File: src/lcss_defines.svh
// Purpose: Constants for the charge state sequencer.
// Assumes: 40 MHz system clock.
// Notes: Dwell times are counted in ticks of a 1 ms timebase.
`ifndef LCSS_DEFINES_SVH
`define LCSS_DEFINES_SVH
`define LCSS_CLK_HZ 40000000
`define LCSS_TICK_MS 1
// Cycles per timebase tick, derived from the clock rate.
`define LCSS_TICK_CYC ((`LCSS_CLK_HZ / 1000) * `LCSS_TICK_MS)
// Dwell limits in milliseconds (plain defaults).
`define LCSS_PREQUAL_MS 1800000
`define LCSS_FAST_MS 36000000
`define LCSS_TERM_MS 60000
`define LCSS_TOPOFF_MS 600000
// Current target codes.
`define LCSS_CUR_ZERO 2'h0
`define LCSS_CUR_PRE 2'h1
`define LCSS_CUR_TRICKLE 2'h2
`define LCSS_CUR_FAST 2'h3
`endif

File: src/lcss_pkg.sv
// Purpose: Types for the charge state sequencer.
// Assumes: Nothing beyond the defines header.
// Notes: States are Gray coded along the charging path.
package lcss_pkg;
	typedef enum logic [3:0] {
		LCSS_INIT = 4'h0,
		LCSS_PRE = 4'h1,
		LCSS_TRICKLE = 4'h3,
		LCSS_FAST_CC = 4'h2,
		LCSS_FAST_CV = 4'h6,
		LCSS_TOPOFF = 4'h7,
		LCSS_DONE = 4'h5,
		LCSS_BUCK = 4'h4,
		LCSS_TFAULT = 4'hC,
		LCSS_TSHDN = 4'hD
	} lcss_state_type;
endpackage

File: src/lcss_seq.sv
// Purpose: Charge state sequencer for a one-cell switch-mode charger.
// Assumes: Comparator results arrive as asynchronous levels.
// Notes: Analog loops act on charge_current_target; this block only steers.
// Notes on behaviour
// - Invalid input forces init except in thermal shutdown; suspended timer does so except in thermal shutdown or timer fault.
// - Init commands zero current, clears the timer, battery feeds system.
// - Init is left only once charger input is valid.
// - Disable pin low with valid input moves any state except timer fault and thermal shutdown to buck.
// - In buck the battery switch stays off unless supplement is needed.
// - Disable pin high leaves buck; enable changes only with valid input.
// - Battery below precharge threshold gives precharge current, even at 0V.
// - Precharge goes to trickle above threshold, fault after prequal time.
// - Between precharge and trickle thresholds, current is trickle current.
// - Trickle goes to fast CC above threshold, fault after prequal time.
// - Prequal config bit cleared skips trickle stage.
// - Fast CC limits current, goes CV at regulation, fault after time.
// - System load has priority; current may fall below target.
// - Fast CC reduces current when die exceeds regulation temperature.
// - CV holds voltage; top-off after low current for termination delay.
// - Top-off entered only from CV; done after top-off duration.
// - Top-off or done return to fast CC below restart level.
// - Done commands zero charge current.
// - Done to fast CC applies full target with no ramp.
// - Timer fault keeps charger off, fault output released, exit by replug.
// - Over-temperature forces thermal shutdown, charger off, from any state.
// - Input-ok low only with valid input and converter started.
`timescale 1ns/1ps
`include "lcss_defines.svh"
module lcss_seq
	import lcss_pkg::*;
#(
	parameter int PREQUAL_TICKS = `LCSS_PREQUAL_MS / `LCSS_TICK_MS,
	parameter int FAST_TICKS = `LCSS_FAST_MS / `LCSS_TICK_MS,
	parameter int TERM_TICKS = `LCSS_TERM_MS / `LCSS_TICK_MS,
	parameter int TOPOFF_TICKS = `LCSS_TOPOFF_MS / `LCSS_TICK_MS,
	parameter int TICK_CYC = `LCSS_TICK_CYC
) (
	input wire logic clock,
	input wire logic rst,
	input wire logic input_valid_flag,
	input wire logic converter_started,
	input wire logic timer_suspend,
	input wire logic charge_disable_pin,
	input wire logic supplement_need,
	input wire logic batt_above_precharge,
	input wire logic batt_above_trickle,
	input wire logic batt_at_regulation,
	input wire logic batt_below_restart,
	input wire logic current_below_topoff,
	input wire logic die_over_regulation,
	input wire logic die_over_shutdown,
	input wire logic prequal_config_reg,
	output logic [1:0] charge_current_target,
	output logic thermal_reduce,
	output logic charger_on,
	output logic battery_system_switch,
	output logic input_ok_n,
	output logic fault_status_out,
	output logic fault_status_oe,
	output logic [3:0] charge_state
);
	localparam int NSYNC = 13;
	logic [NSYNC-1:0] raw;
	logic [NSYNC-1:0] syn;
	logic valid_s;
	logic started_s;
	logic susp_s;
	logic dis_s;
	logic supp_s;
	logic above_pre_s;
	logic above_trk_s;
	logic at_reg_s;
	logic below_rst_s;
	logic low_cur_s;
	logic hot_reg_s;
	logic hot_shdn_s;
	logic prequal_s;
	lcss_state_type state_r;
	lcss_state_type state_nxt;
	logic [31:0] tick_cnt_r;
	logic tick;
	logic [31:0] dwell_r;
	logic [31:0] term_r;
	logic was_valid_r;
	logic prequal_en_r;
	logic cfg_caught_r;

	assign raw = {input_valid_flag, converter_started, timer_suspend,
		charge_disable_pin, supplement_need, batt_above_precharge,
		batt_above_trickle, batt_at_regulation, batt_below_restart,
		current_below_topoff, die_over_regulation, die_over_shutdown,
		prequal_config_reg};

	// Every comparator and pin input is synchronised before use.
	genvar gi;
	generate
		for (gi = 0; gi < NSYNC; gi++) begin : g_sync
			lcss_sync u_sync (
				.clock(clock),
				.rst(rst),
				.din(raw[gi]),
				.dout(syn[gi])
			);
		end
	endgenerate

	assign {valid_s, started_s, susp_s, dis_s, supp_s, above_pre_s,
		above_trk_s, at_reg_s, below_rst_s, low_cur_s, hot_reg_s,
		hot_shdn_s, prequal_s} = syn;

	// Slow timebase divider: one-cycle tick per period.
	always_ff @(posedge clock or posedge rst) begin
		if (rst) begin
			tick_cnt_r <= 32'h00000000;
		end else if (tick) begin
			tick_cnt_r <= 32'h00000000;
		end else begin
			tick_cnt_r <= tick_cnt_r + 32'h00000001;
		end
	end
	assign tick = (tick_cnt_r == 32'(TICK_CYC - 1));

	// The prequal option is captured once, after power-up settles;
	// a later change is only seen after the next reset.
	always_ff @(posedge clock or posedge rst) begin
		if (rst) begin
			prequal_en_r <= 1'b1;
			cfg_caught_r <= 1'b0;
		end else if (!cfg_caught_r && tick) begin
			prequal_en_r <= prequal_s;
			cfg_caught_r <= 1'b1;
		end
	end

	// Remembers input validity so a replug can be seen as a fall.
	always_ff @(posedge clock or posedge rst) begin
		if (rst) begin
			was_valid_r <= 1'b0;
		end else begin
			was_valid_r <= valid_s;
		end
	end

	// Next-state logic; thermal shutdown outranks everything.
	always_comb begin
		state_nxt = state_r;
		if (hot_shdn_s) begin
			state_nxt = LCSS_TSHDN;
		end else if (state_r == LCSS_TSHDN) begin
			state_nxt = LCSS_INIT;
		end else if (!valid_s || susp_s) begin
			state_nxt = LCSS_INIT;
		end else if (!dis_s) begin
			state_nxt = LCSS_BUCK;
		end else begin
			case (state_r)
			LCSS_INIT, LCSS_BUCK: begin
				// Leaving init needs valid input, checked above.
				if (!above_pre_s) begin
					state_nxt = LCSS_PRE;
				end else if (!above_trk_s && prequal_en_r) begin
					state_nxt = LCSS_TRICKLE;
				end else if (!at_reg_s) begin
					state_nxt = LCSS_FAST_CC;
				end else begin
					state_nxt = LCSS_FAST_CV;
				end
			end
			LCSS_PRE: begin
				if (dwell_r >= 32'(PREQUAL_TICKS)) begin
					state_nxt = LCSS_TFAULT;
				end else if (above_pre_s) begin
					if (prequal_en_r) begin
						state_nxt = LCSS_TRICKLE;
					end else begin
						state_nxt = LCSS_FAST_CC;
					end
				end
			end
			LCSS_TRICKLE: begin
				if (dwell_r >= 32'(PREQUAL_TICKS)) begin
					state_nxt = LCSS_TFAULT;
				end else if (above_trk_s) begin
					state_nxt = LCSS_FAST_CC;
				end
			end
			LCSS_FAST_CC: begin
				if (dwell_r >= 32'(FAST_TICKS)) begin
					state_nxt = LCSS_TFAULT;
				end else if (at_reg_s) begin
					state_nxt = LCSS_FAST_CV;
				end
			end
			LCSS_FAST_CV: begin
				if (dwell_r >= 32'(FAST_TICKS)) begin
					state_nxt = LCSS_TFAULT;
				end else if (term_r >= 32'(TERM_TICKS)) begin
					state_nxt = LCSS_TOPOFF;
				end
			end
			LCSS_TOPOFF: begin
				if (below_rst_s) begin
					state_nxt = LCSS_FAST_CC;
				end else if (dwell_r >= 32'(TOPOFF_TICKS)) begin
					state_nxt = LCSS_DONE;
				end
			end
			LCSS_DONE: begin
				if (below_rst_s) begin
					state_nxt = LCSS_FAST_CC;
				end
			end
			LCSS_TFAULT: begin
				state_nxt = LCSS_TFAULT;
			end
			default: begin
				state_nxt = LCSS_INIT;
			end
			endcase
		end
		// Timer fault is held until the input falls away; the fall is
		// already routed to init above, so replug restarts charging.
		if (state_r == LCSS_TFAULT && !hot_shdn_s && valid_s && was_valid_r) begin
			state_nxt = LCSS_TFAULT;
		end
	end

	// State register.
	always_ff @(posedge clock or posedge rst) begin
		if (rst) begin
			state_r <= LCSS_INIT;
		end else begin
			state_r <= state_nxt;
		end
	end

	// Dwell timer restarts on every state change except fast CC to CV; init holds it at zero.
	// CC and CV share one fast-charge budget, as both count against it.
	always_ff @(posedge clock or posedge rst) begin
		if (rst) begin
			dwell_r <= 32'h00000000;
		end else if (state_nxt == LCSS_INIT || state_r == LCSS_INIT) begin
			dwell_r <= 32'h00000000;
		end else if (state_nxt != state_r &&
			!(state_r == LCSS_FAST_CC && state_nxt == LCSS_FAST_CV)) begin
			dwell_r <= 32'h00000000;
		end else if (tick) begin
			dwell_r <= dwell_r + 32'h00000001;
		end
	end

	// Termination qualifier: current must stay low without a break.
	always_ff @(posedge clock or posedge rst) begin
		if (rst) begin
			term_r <= 32'h00000000;
		end else if (state_r != LCSS_FAST_CV || !low_cur_s) begin
			term_r <= 32'h00000000;
		end else if (tick) begin
			term_r <= term_r + 32'h00000001;
		end
	end

	// Current target per state, set in the same cycle as the state, so
	// the done-to-CC step is immediate with no ramp. Actual current may
	// sit below it, since analog loops serve the system load first.
	always_ff @(posedge clock or posedge rst) begin
		if (rst) begin
			charge_current_target <= `LCSS_CUR_ZERO;
		end else begin
			case (state_nxt)
			LCSS_PRE: charge_current_target <= `LCSS_CUR_PRE;
			LCSS_TRICKLE: charge_current_target <= `LCSS_CUR_TRICKLE;
			LCSS_FAST_CC, LCSS_FAST_CV, LCSS_TOPOFF: begin
				charge_current_target <= `LCSS_CUR_FAST;
			end
			default: charge_current_target <= `LCSS_CUR_ZERO;
			endcase
		end
	end

	// Foldback request only in fast CC.
	always_ff @(posedge clock or posedge rst) begin
		if (rst) begin
			thermal_reduce <= 1'b0;
		end else begin
			thermal_reduce <= (state_nxt == LCSS_FAST_CC) && hot_reg_s;
		end
	end

	// Charger enable and battery switch.
	always_ff @(posedge clock or posedge rst) begin
		if (rst) begin
			charger_on <= 1'b0;
			battery_system_switch <= 1'b1;
		end else begin
			charger_on <= !(state_nxt inside {LCSS_INIT, LCSS_BUCK,
				LCSS_TFAULT, LCSS_TSHDN, LCSS_DONE});
			if (state_nxt == LCSS_INIT) begin
				battery_system_switch <= 1'b1;
			end else if (state_nxt == LCSS_BUCK) begin
				battery_system_switch <= supp_s;
			end else begin
				battery_system_switch <= !(state_nxt inside {LCSS_DONE,
					LCSS_TFAULT, LCSS_TSHDN}) || supp_s;
			end
		end
	end

	// Input-ok and fault pin; fault pin released in timer fault.
	always_ff @(posedge clock or posedge rst) begin
		if (rst) begin
			input_ok_n <= 1'b1;
			fault_status_out <= 1'b0;
			fault_status_oe <= 1'b1;
			charge_state <= 4'h0;
		end else begin
			input_ok_n <= !(valid_s && started_s);
			fault_status_out <= 1'b0;
			fault_status_oe <= (state_nxt != LCSS_TFAULT);
			charge_state <= state_nxt;
		end
	end
endmodule // lcss_seq

File: src/lcss_sync.sv
// Purpose: Three-stage synchroniser with agreement filter.
// Assumes: Input is asynchronous to clock.
// Notes: Output changes once stages two and three agree.
`timescale 1ns/1ps
module lcss_sync (
	input wire logic clock,
	input wire logic rst,
	input wire logic din,
	output logic dout
);
	logic s1_r;
	logic s2_r;
	logic s3_r;

	// Stage one feeds only stage two to keep metastability contained.
	always_ff @(posedge clock or posedge rst) begin
		if (rst) begin
			s1_r <= 1'b0;
			s2_r <= 1'b0;
			s3_r <= 1'b0;
		end else begin
			s1_r <= din;
			s2_r <= s1_r;
			s3_r <= s2_r;
		end
	end

	// Output follows only agreed values.
	always_ff @(posedge clock or posedge rst) begin
		if (rst) begin
			dout <= 1'b0;
		end else if (s2_r == s3_r) begin
			dout <= s3_r;
		end
	end
endmodule // lcss_sync

File: config.mk
export PLATFORM = sky130hd
export DESIGN_NAME = lcss_seq
export DESIGN_NICKNAME = d
export VERILOG_FILES = /design/src/lcss_pkg.sv /design/src/lcss_seq.sv /design/src/lcss_sync.sv
export VERILOG_INCLUDE_DIRS = /design/src
export SDC_FILE = /design/constraint.sdc
export NUM_CORES = 1
export LEC_CHECK = 0
export BUFFER_PORTS_ARGS = -buffer_cell sky130_fd_sc_hd__buf_4
export CORE_ASPECT_RATIO = 0.5
export CORE_MARGIN = 2
export CORE_UTILIZATION = 42
export CTS_CLUSTER_SIZE = 16
export DETAILED_ROUTE_END_ITERATION = 10
export GPL_ROUTABILITY_DRIVEN = 0
export PLACE_DENSITY = 0.71
export SYNTH_ARGS = -nofsm -noshare
export SYNTH_HDL_FRONTEND = slang
export SYNTH_SLANG_ARGS = --single-unit
File: constraint.sdc
create_clock -name clock -period 4.2 [get_ports clock]
set_input_delay 0.21 -clock clock [delete_from_list [all_inputs] [get_ports clock]]
set_output_delay 0.21 -clock clock [all_outputs]
set_load 0.01 [all_outputs]
==> results.yml, run 1 <==
detailed_routing:
  viasPerCell: 5.372
  wire_per_inst_um: 15.40
  drtAntennaViolNets: 0
  wirelength_um: 15490
  drc: 0
  vias: 5404
  drt_iter0_drc: 511
  dr.pass1.iters: 5
logic_synthesis:
  async_reset_ff_share_pct: 100.0
  synth_area_leaders: "dfrtp_1, xnor2_1, nor2_1"
  yosys_warnings: 0
  synth_edf_count: 0
  synth-main-ff-cell: "dfrtp_1"
  synthesis.nets: 742
  avgSynthCellArea_um2: 10.49
  ys_types: 74
  ys_ff_latch: 162
  synth_top_cell_by_area: "dfrtp_1"
  syn_inst: 722
  ys_seq_area_share_pct: 53.58
  yosysTopAreaCellShare_pct: 52.20
  synth_area_mm2: 0.007575
worst_setup_path:
  cp.required_ns: 4.48
  cpLargestDelayFamily: "compound AO/OA/AOI/OAI gates"
  critPathMaxStageDelay_ns: 0.72
  crit_path_start_kind: "flip-flop"
  arrival_ns: 3.51
  critical_path_class: "reg2reg"
  crit_buf_inv: 1
  critPathSlowestCell: "dfrtp_1"
  end_kind: "flip-flop"
  path_cells: "nor3b_1 -> a41oi_1 -> nor4b_1 -> a22oi_1 -> o211ai_1 -> nor4_4 -> o21ai_2 -> buf_4 -> nor2_1"
  critPathMaxFanout: 32
place:
  numPortBuffers: 25
  hpwl_um: 9990
power_and_ir_drop:
  power_density_mw_per_mm2: 406.7
  leakagePower_nw: 3.521
  ir_drop_mv: 0.2809
clocking:
  clkLatencyLatePin_ns: 0.42
  tritoncts: "built"
  cts_root_buffer: "clkbuf_16"
  clk_pin_slew_worst_paths_ns: 0.07
  cts_sinks: 162
  cts_max_level: 4
  cts_made_buffers: 17
  cts_max_path_buffers: 2
  ctsResizeCount: 0
sta:
  tightest_slew_ns: 0.9471
  maxSlewHeadroom_pct: 36.86
  slew_viol_final: 0
  hold_slack_ns: -0.04501
  skew_ns: 0.01210
  finalCriticalPeriod_ns: 3.225
  period_share_pct: 76.79
  rsz0062_at_grt: "no"
  finalSetupViolations: 0
  setup_tns_ns: 0
  max_freq_mhz: 310.1
  final_hold_viol_count: 14
floorplan:
  die-area_mm2: 0.01919
  coreArea_mm2: 0.01753
  chipHeight_um: 98.96
  start_util_pct: 43.22
  die_w_um: 193.9
  io_pins: 27
  placement_rows: 34
global_routing:
  grt.total_usage_pct: 17.12
  antenna_found_initial: 0
  grt_max_degree: 163
  grt_pass1_wl_um: 26850
  grt_overflow: 0
  grt_pass1_vias: 5397
final_layout:
  diodes: 0
  fin_util_pct: 49.76
  drive_gt1_share_pct: 12.18
  final_cell_mix: "dfrtp_1, nor2_1, nand2_1, xnor2_1, nand3_1"
  syn_to_final_growth_pct: 15.13
  final_nets: 779
  mostFrequentLayoutCell: "dfrtp_1"
run_status:
  violations: "negative hold slack"
  status: "finished, violations left"
min_path:
  hold_path.class: "in2async"
run:
  drv_cap: 0
==> through the flow <==
step                hold WS [ns]  cells  setup WS (ns)  total power [mW]  instance area, um^2
floorplan                 0.2414    722          1.560             1.903                 7579
detailed placement        0.3206    961          1.026             1.992                 7998
finish                  -0.04501   1006         0.9750             3.547                 8721
global placement          0.3195    961          1.089             1.984                 7998
CTS                       0.1086   1006          1.009             3.571                 8721
global route              0.1411   1006         0.7389             3.674                 8721
==> kinds of logic (layout without fill, tap and decap cells) <==
kind of cell	after synthesis	after routing	share of synthesized area, %
adder cells (fa/ha/maj)	18	18	2.544
XOR/XNOR	82	82	9.481
AND/OR/NAND/NOR	320	320	22.13
buffers and inverters	50	100	2.709
multiplexers	1	1	0.1487
AO/OA/AOI/OAI	88	88	9.349
flip-flops	162	162	53.58
other	1	1	0.04951
==> worst min-delay path: cells and delay by family <==
family / cells / cell delay [ns]
buf+inv: 3 / 0.67
==> area by class of cell <==
type	instances	area [um^2]
multi-input cells	510	3311
flip-flops and latches	162	4059
fillers	1538	8806
repair buffers	43	367.9
clock inverters	14	153.9
well taps	234	292.8
clock buffers	18	439.2
inverters	25	97.59
==> cell usage after synthesis (3+ instances only) <==
cell type and number:
dfrtp_1 158, nor2_1 92, nand2_1 58, xnor2_1 48
nand3_1 39, xor2_1 34, and3_1 24, nand4_1 24
inv_1 23, a21oi_1 18, clkbuf_1 18, nor4_1 15
maj3_1 13, nor3_1 10, o21ai_1 7, or3_1 7
a221oi_2 6, and2_1 6, o21ai_0 6, or2_1 6
and4_1 5, buf_2 5, ha_1 5, nand2b_1 5
a211oi_1 4, dfstp_2 4, nor3b_1 4, or4_1 4
a21o_1 3, a22oi_1 3, a31oi_1 3, nor2b_1 3
nor3_2 3, o211ai_1 3, o21a_1 3, o31ai_1 3
==> layer usage <==
metal | vias to the layer above | global-route usage [%] | share of wire [%]
met5 | - | 0 | 0
met4 | 0 | 5.012 | 1.1
met3 | 15 | 3.388 | 3.8
met2 | 100 | 27.36 | 46
met1 | 2672 | 23.88 | 49
li1 | 2617 | - | -
==> worst paths after layout <==
kind                                            start               endpoint  slack, ns  cells after the start
worst max-delay path                  charge_state[1]             dwell_r[4]       0.97                      9
worst min-delay path                              rst            dwell_r[22]      -0.05                      3
worst max register to register        charge_state[1]             dwell_r[4]       0.97                      9
worst min register to register  g_sync[7].u_sync.s1_r  g_sync[7].u_sync.s2_r       0.35                      0
max in group asynchronous                         rst            dwell_r[28]       3.47                      3
min in group clock              g_sync[7].u_sync.s1_r  g_sync[7].u_sync.s2_r       0.35                      0
==> power breakdown <==
group,total [mW],internal (mW),switching (mW)
combinational,0.298,0.119,0.179
sequential,1.68,1.62,0.0603
clock,1.57,0.902,0.669
total,3.55,2.64,0.908
==> registers in the layout (all words and copies together) (netlist names), 4 cells and up <==
| register | cells |
|---|---|
| g_sync.u_sync.dout | 13 |
| g_sync.u_sync.s1_r | 13 |
| charge_state | 4 |
| dwell_r | 32 |
| g_sync.u_sync.s2_r | 13 |
| term_r | 32 |
| g_sync.u_sync.s3_r | 13 |
| tick_cnt_r | 32 |
==> repair_timing <==
item / CTS / global route
buffers inserted: 0 / 0
hold buffers: 13 / 0
hold endpoints to repair: 13 / 0
No activity file was read; power rests on OpenSTA's default activity.
==> run 2: changes to the inputs <==
- PLACE_DENSITY: 0.71 -> 0.69
- clock period: 4.2 -> 3.3 ns (I/O delays scaled with it)
==> results.yml, run 2 (synthesis results as in run 1) <==
run_status:
  status: "finished, violations left"
  violations: "negative hold slack"
floorplan:
  die_w_um: 193.9
  coreArea_mm2: 0.01753
  die-area_mm2: 0.01919
  start_util_pct: 43.22
  chipHeight_um: 98.96
  placement_rows: 34
  io_pins: 27
sta:
  hold_slack_ns: -0.03722
  maxSlewHeadroom_pct: 43.48
  setup_tns_ns: 0
  skew_ns: 0.01473
  rsz0062_at_grt: "no"
  finalCriticalPeriod_ns: 3.039
  period_share_pct: 92.08
  finalSetupViolations: 0
  max_freq_mhz: 329.1
  slew_viol_final: 0
  tightest_slew_ns: 0.8478
  final_hold_viol_count: 40
final_layout:
  drive_gt1_share_pct: 12.89
  top_regs: "dwell_r: 32 flops, term_r: 32 flops, tick_cnt_r: 32 flops"
  final_nets: 783
  syn_to_final_growth_pct: 15.51
  fillers: 1540
  finalNonFillerCells: 1010
  mostFrequentLayoutCell: "dfrtp_1"
  final_cell_mix: "dfrtp_1, nor2_1, nand2_1, xnor2_1, nand3_1"
  diodes: 0
global_routing:
  grt_max_degree: 163
  antenna_found_initial: 0
  grt_overflow: 0
  grt_pass1_wl_um: 26460
  grt_pass1_vias: 5366
  grt.total_usage_pct: 17.04
worst_setup_path:
  arrival_ns: 3.37
  path_cells: "nor3b_1 -> a41oi_1 -> a221o_1 -> a211oi_1 -> o211ai_1 -> nor4_4 -> o21ai_2 -> buf_12 -> a311oi_1"
  critPathSlowestCell: "dfrtp_1"
  crit_path_start_kind: "flip-flop"
  critPathMaxStageDelay_ns: 0.53
  cp.required_ns: 3.63
  reg2reg_depth: 9
  cp_num_cells: 9
  critPathMaxFanout: 32
  end_kind: "flip-flop"
  critical_path_class: "reg2reg"
  cpLargestDelayFamily: "compound AO/OA/AOI/OAI gates"
  crit_buf_inv: 1
clocking:
  cts_root_buffer: "clkbuf_16"
  cts_sinks: 162
  cts_max_path_buffers: 2
  tritoncts: "built"
  clkLatencyLatePin_ns: 0.43
  post_cts_buffers: 0
  clk_pin_slew_worst_paths_ns: 0.07
  cts_max_level: 4
  cts_made_buffers: 17
detailed_routing:
  viasPerCell: 5.470
  dr.pass1.iters: 5
  wirelength_um: 15400
  drt_iter0_drc: 532
  wire_per_inst_um: 15.25
  drc: 0
  vias: 5525
  drtAntennaViolNets: 0
power_and_ir_drop:
  ir_drop_mv: 0.5281
  power_density_mw_per_mm2: 510.2
  leakagePower_nw: 3.530
  p_total_mw: 4.464
place:
  hpwl_um: 9953
  numPortBuffers: 25
  placed_cells: 965
min_path:
  hold_path.class: "in2async"
run:
  drv_cap: 0
-- run 2: changes by cell type in the layout (fill, tap and decap cells not counted), moves of 2 or more --
cell | before | now
buf_4 | 29 | 32
inv_6 | 4 | 7
clkinv_2 | 3 | 1
clkinvlp_4 | 3 | 5
-- run 2: worst reg2reg max path, cell delays in order (launching register included) --
cell and delay, ns:
dfrtp_1 0.53, nor3b_1 0.39, a41oi_1 0.41, a221o_1 0.46, a211oi_1 0.21, o211ai_1 0.18, nor4_4 0.19, o21ai_2 0.12
buf_12 0.18, a311oi_1 0.27
-- run 2: what timing repair did --
action | CTS | global route
endpoints found under the hold margin | 13 | 0
setup endpoints to repair | 0 | 2
hold buffers | 13 | 0
gates resized for setup | 0 | 2
-- run 2: area by class of cell --
| class | count | area (um^2) | share of cell area (%) |
|---|---|---|---|
| Timing Repair Buffer | 47 | 410.4 | 4.690 |
| Clock buffer | 17 | 425.4 | 4.862 |
| Sequential cell | 162 | 4059 | 46.39 |
| Clock inverter | 15 | 146.4 | 1.673 |
| Tap cell | 234 | 292.8 | 3.346 |
| Multi-Input combinational cell | 510 | 3318 | 37.92 |
| Inverter | 25 | 97.59 | 1.115 |
-- run 2: per-stage QoR --
stage | util [%] | area [um^2] | worst slack [ns] | hold slack [ns]
4_1_cts | 49.88 | 8742 | 0.2465 | 0.04560
3_5_place_dp | 45.87 | 8040 | 0.2439 | 0.2755
6_report | 49.92 | 8750 | 0.2613 | -0.03722
5_1_grt | 49.92 | 8750 | 0.06636 | 0.03495
3_3_place_gp | 45.87 | 8040 | 0.3793 | 0.2746
2_1_floorplan | - | 7579 | 0.6598 | 0.1964
-- run 2: final timing paths --
path | startpoint | end | slack [ns]
worst max register to register | charge_state[0] | dwell_r[12] | 0.26
worst min register to register | g_sync[10].u_sync.s1_r | g_sync[10].u_sync.s2_r | 0.35
min in group clock | g_sync[10].u_sync.s1_r | g_sync[10].u_sync.s2_r | 0.35
worst min-delay path | rst | tick_cnt_r[6] | -0.04
max in group asynchronous | rst | dwell_r[24] | 2.70
worst max-delay path | charge_state[0] | dwell_r[12] | 0.26
-- run 2: report_power, final --
| group | internal (mW) | switching (mW) |
|---|---|---|
| clock | 1.06 | 0.881 |
| sequential | 2.06 | 0.0701 |
| combinational | 0.162 | 0.234 |
-- run 2: layer usage --
metal	vias up	part of all wire [%]	GRT usage (%)
li1	2619	-	-
met1	2756	48	23.21
met2	125	46	26.92
met3	25	4.4	4.449
met4	0	1.4	5.245
met5	-	0	0
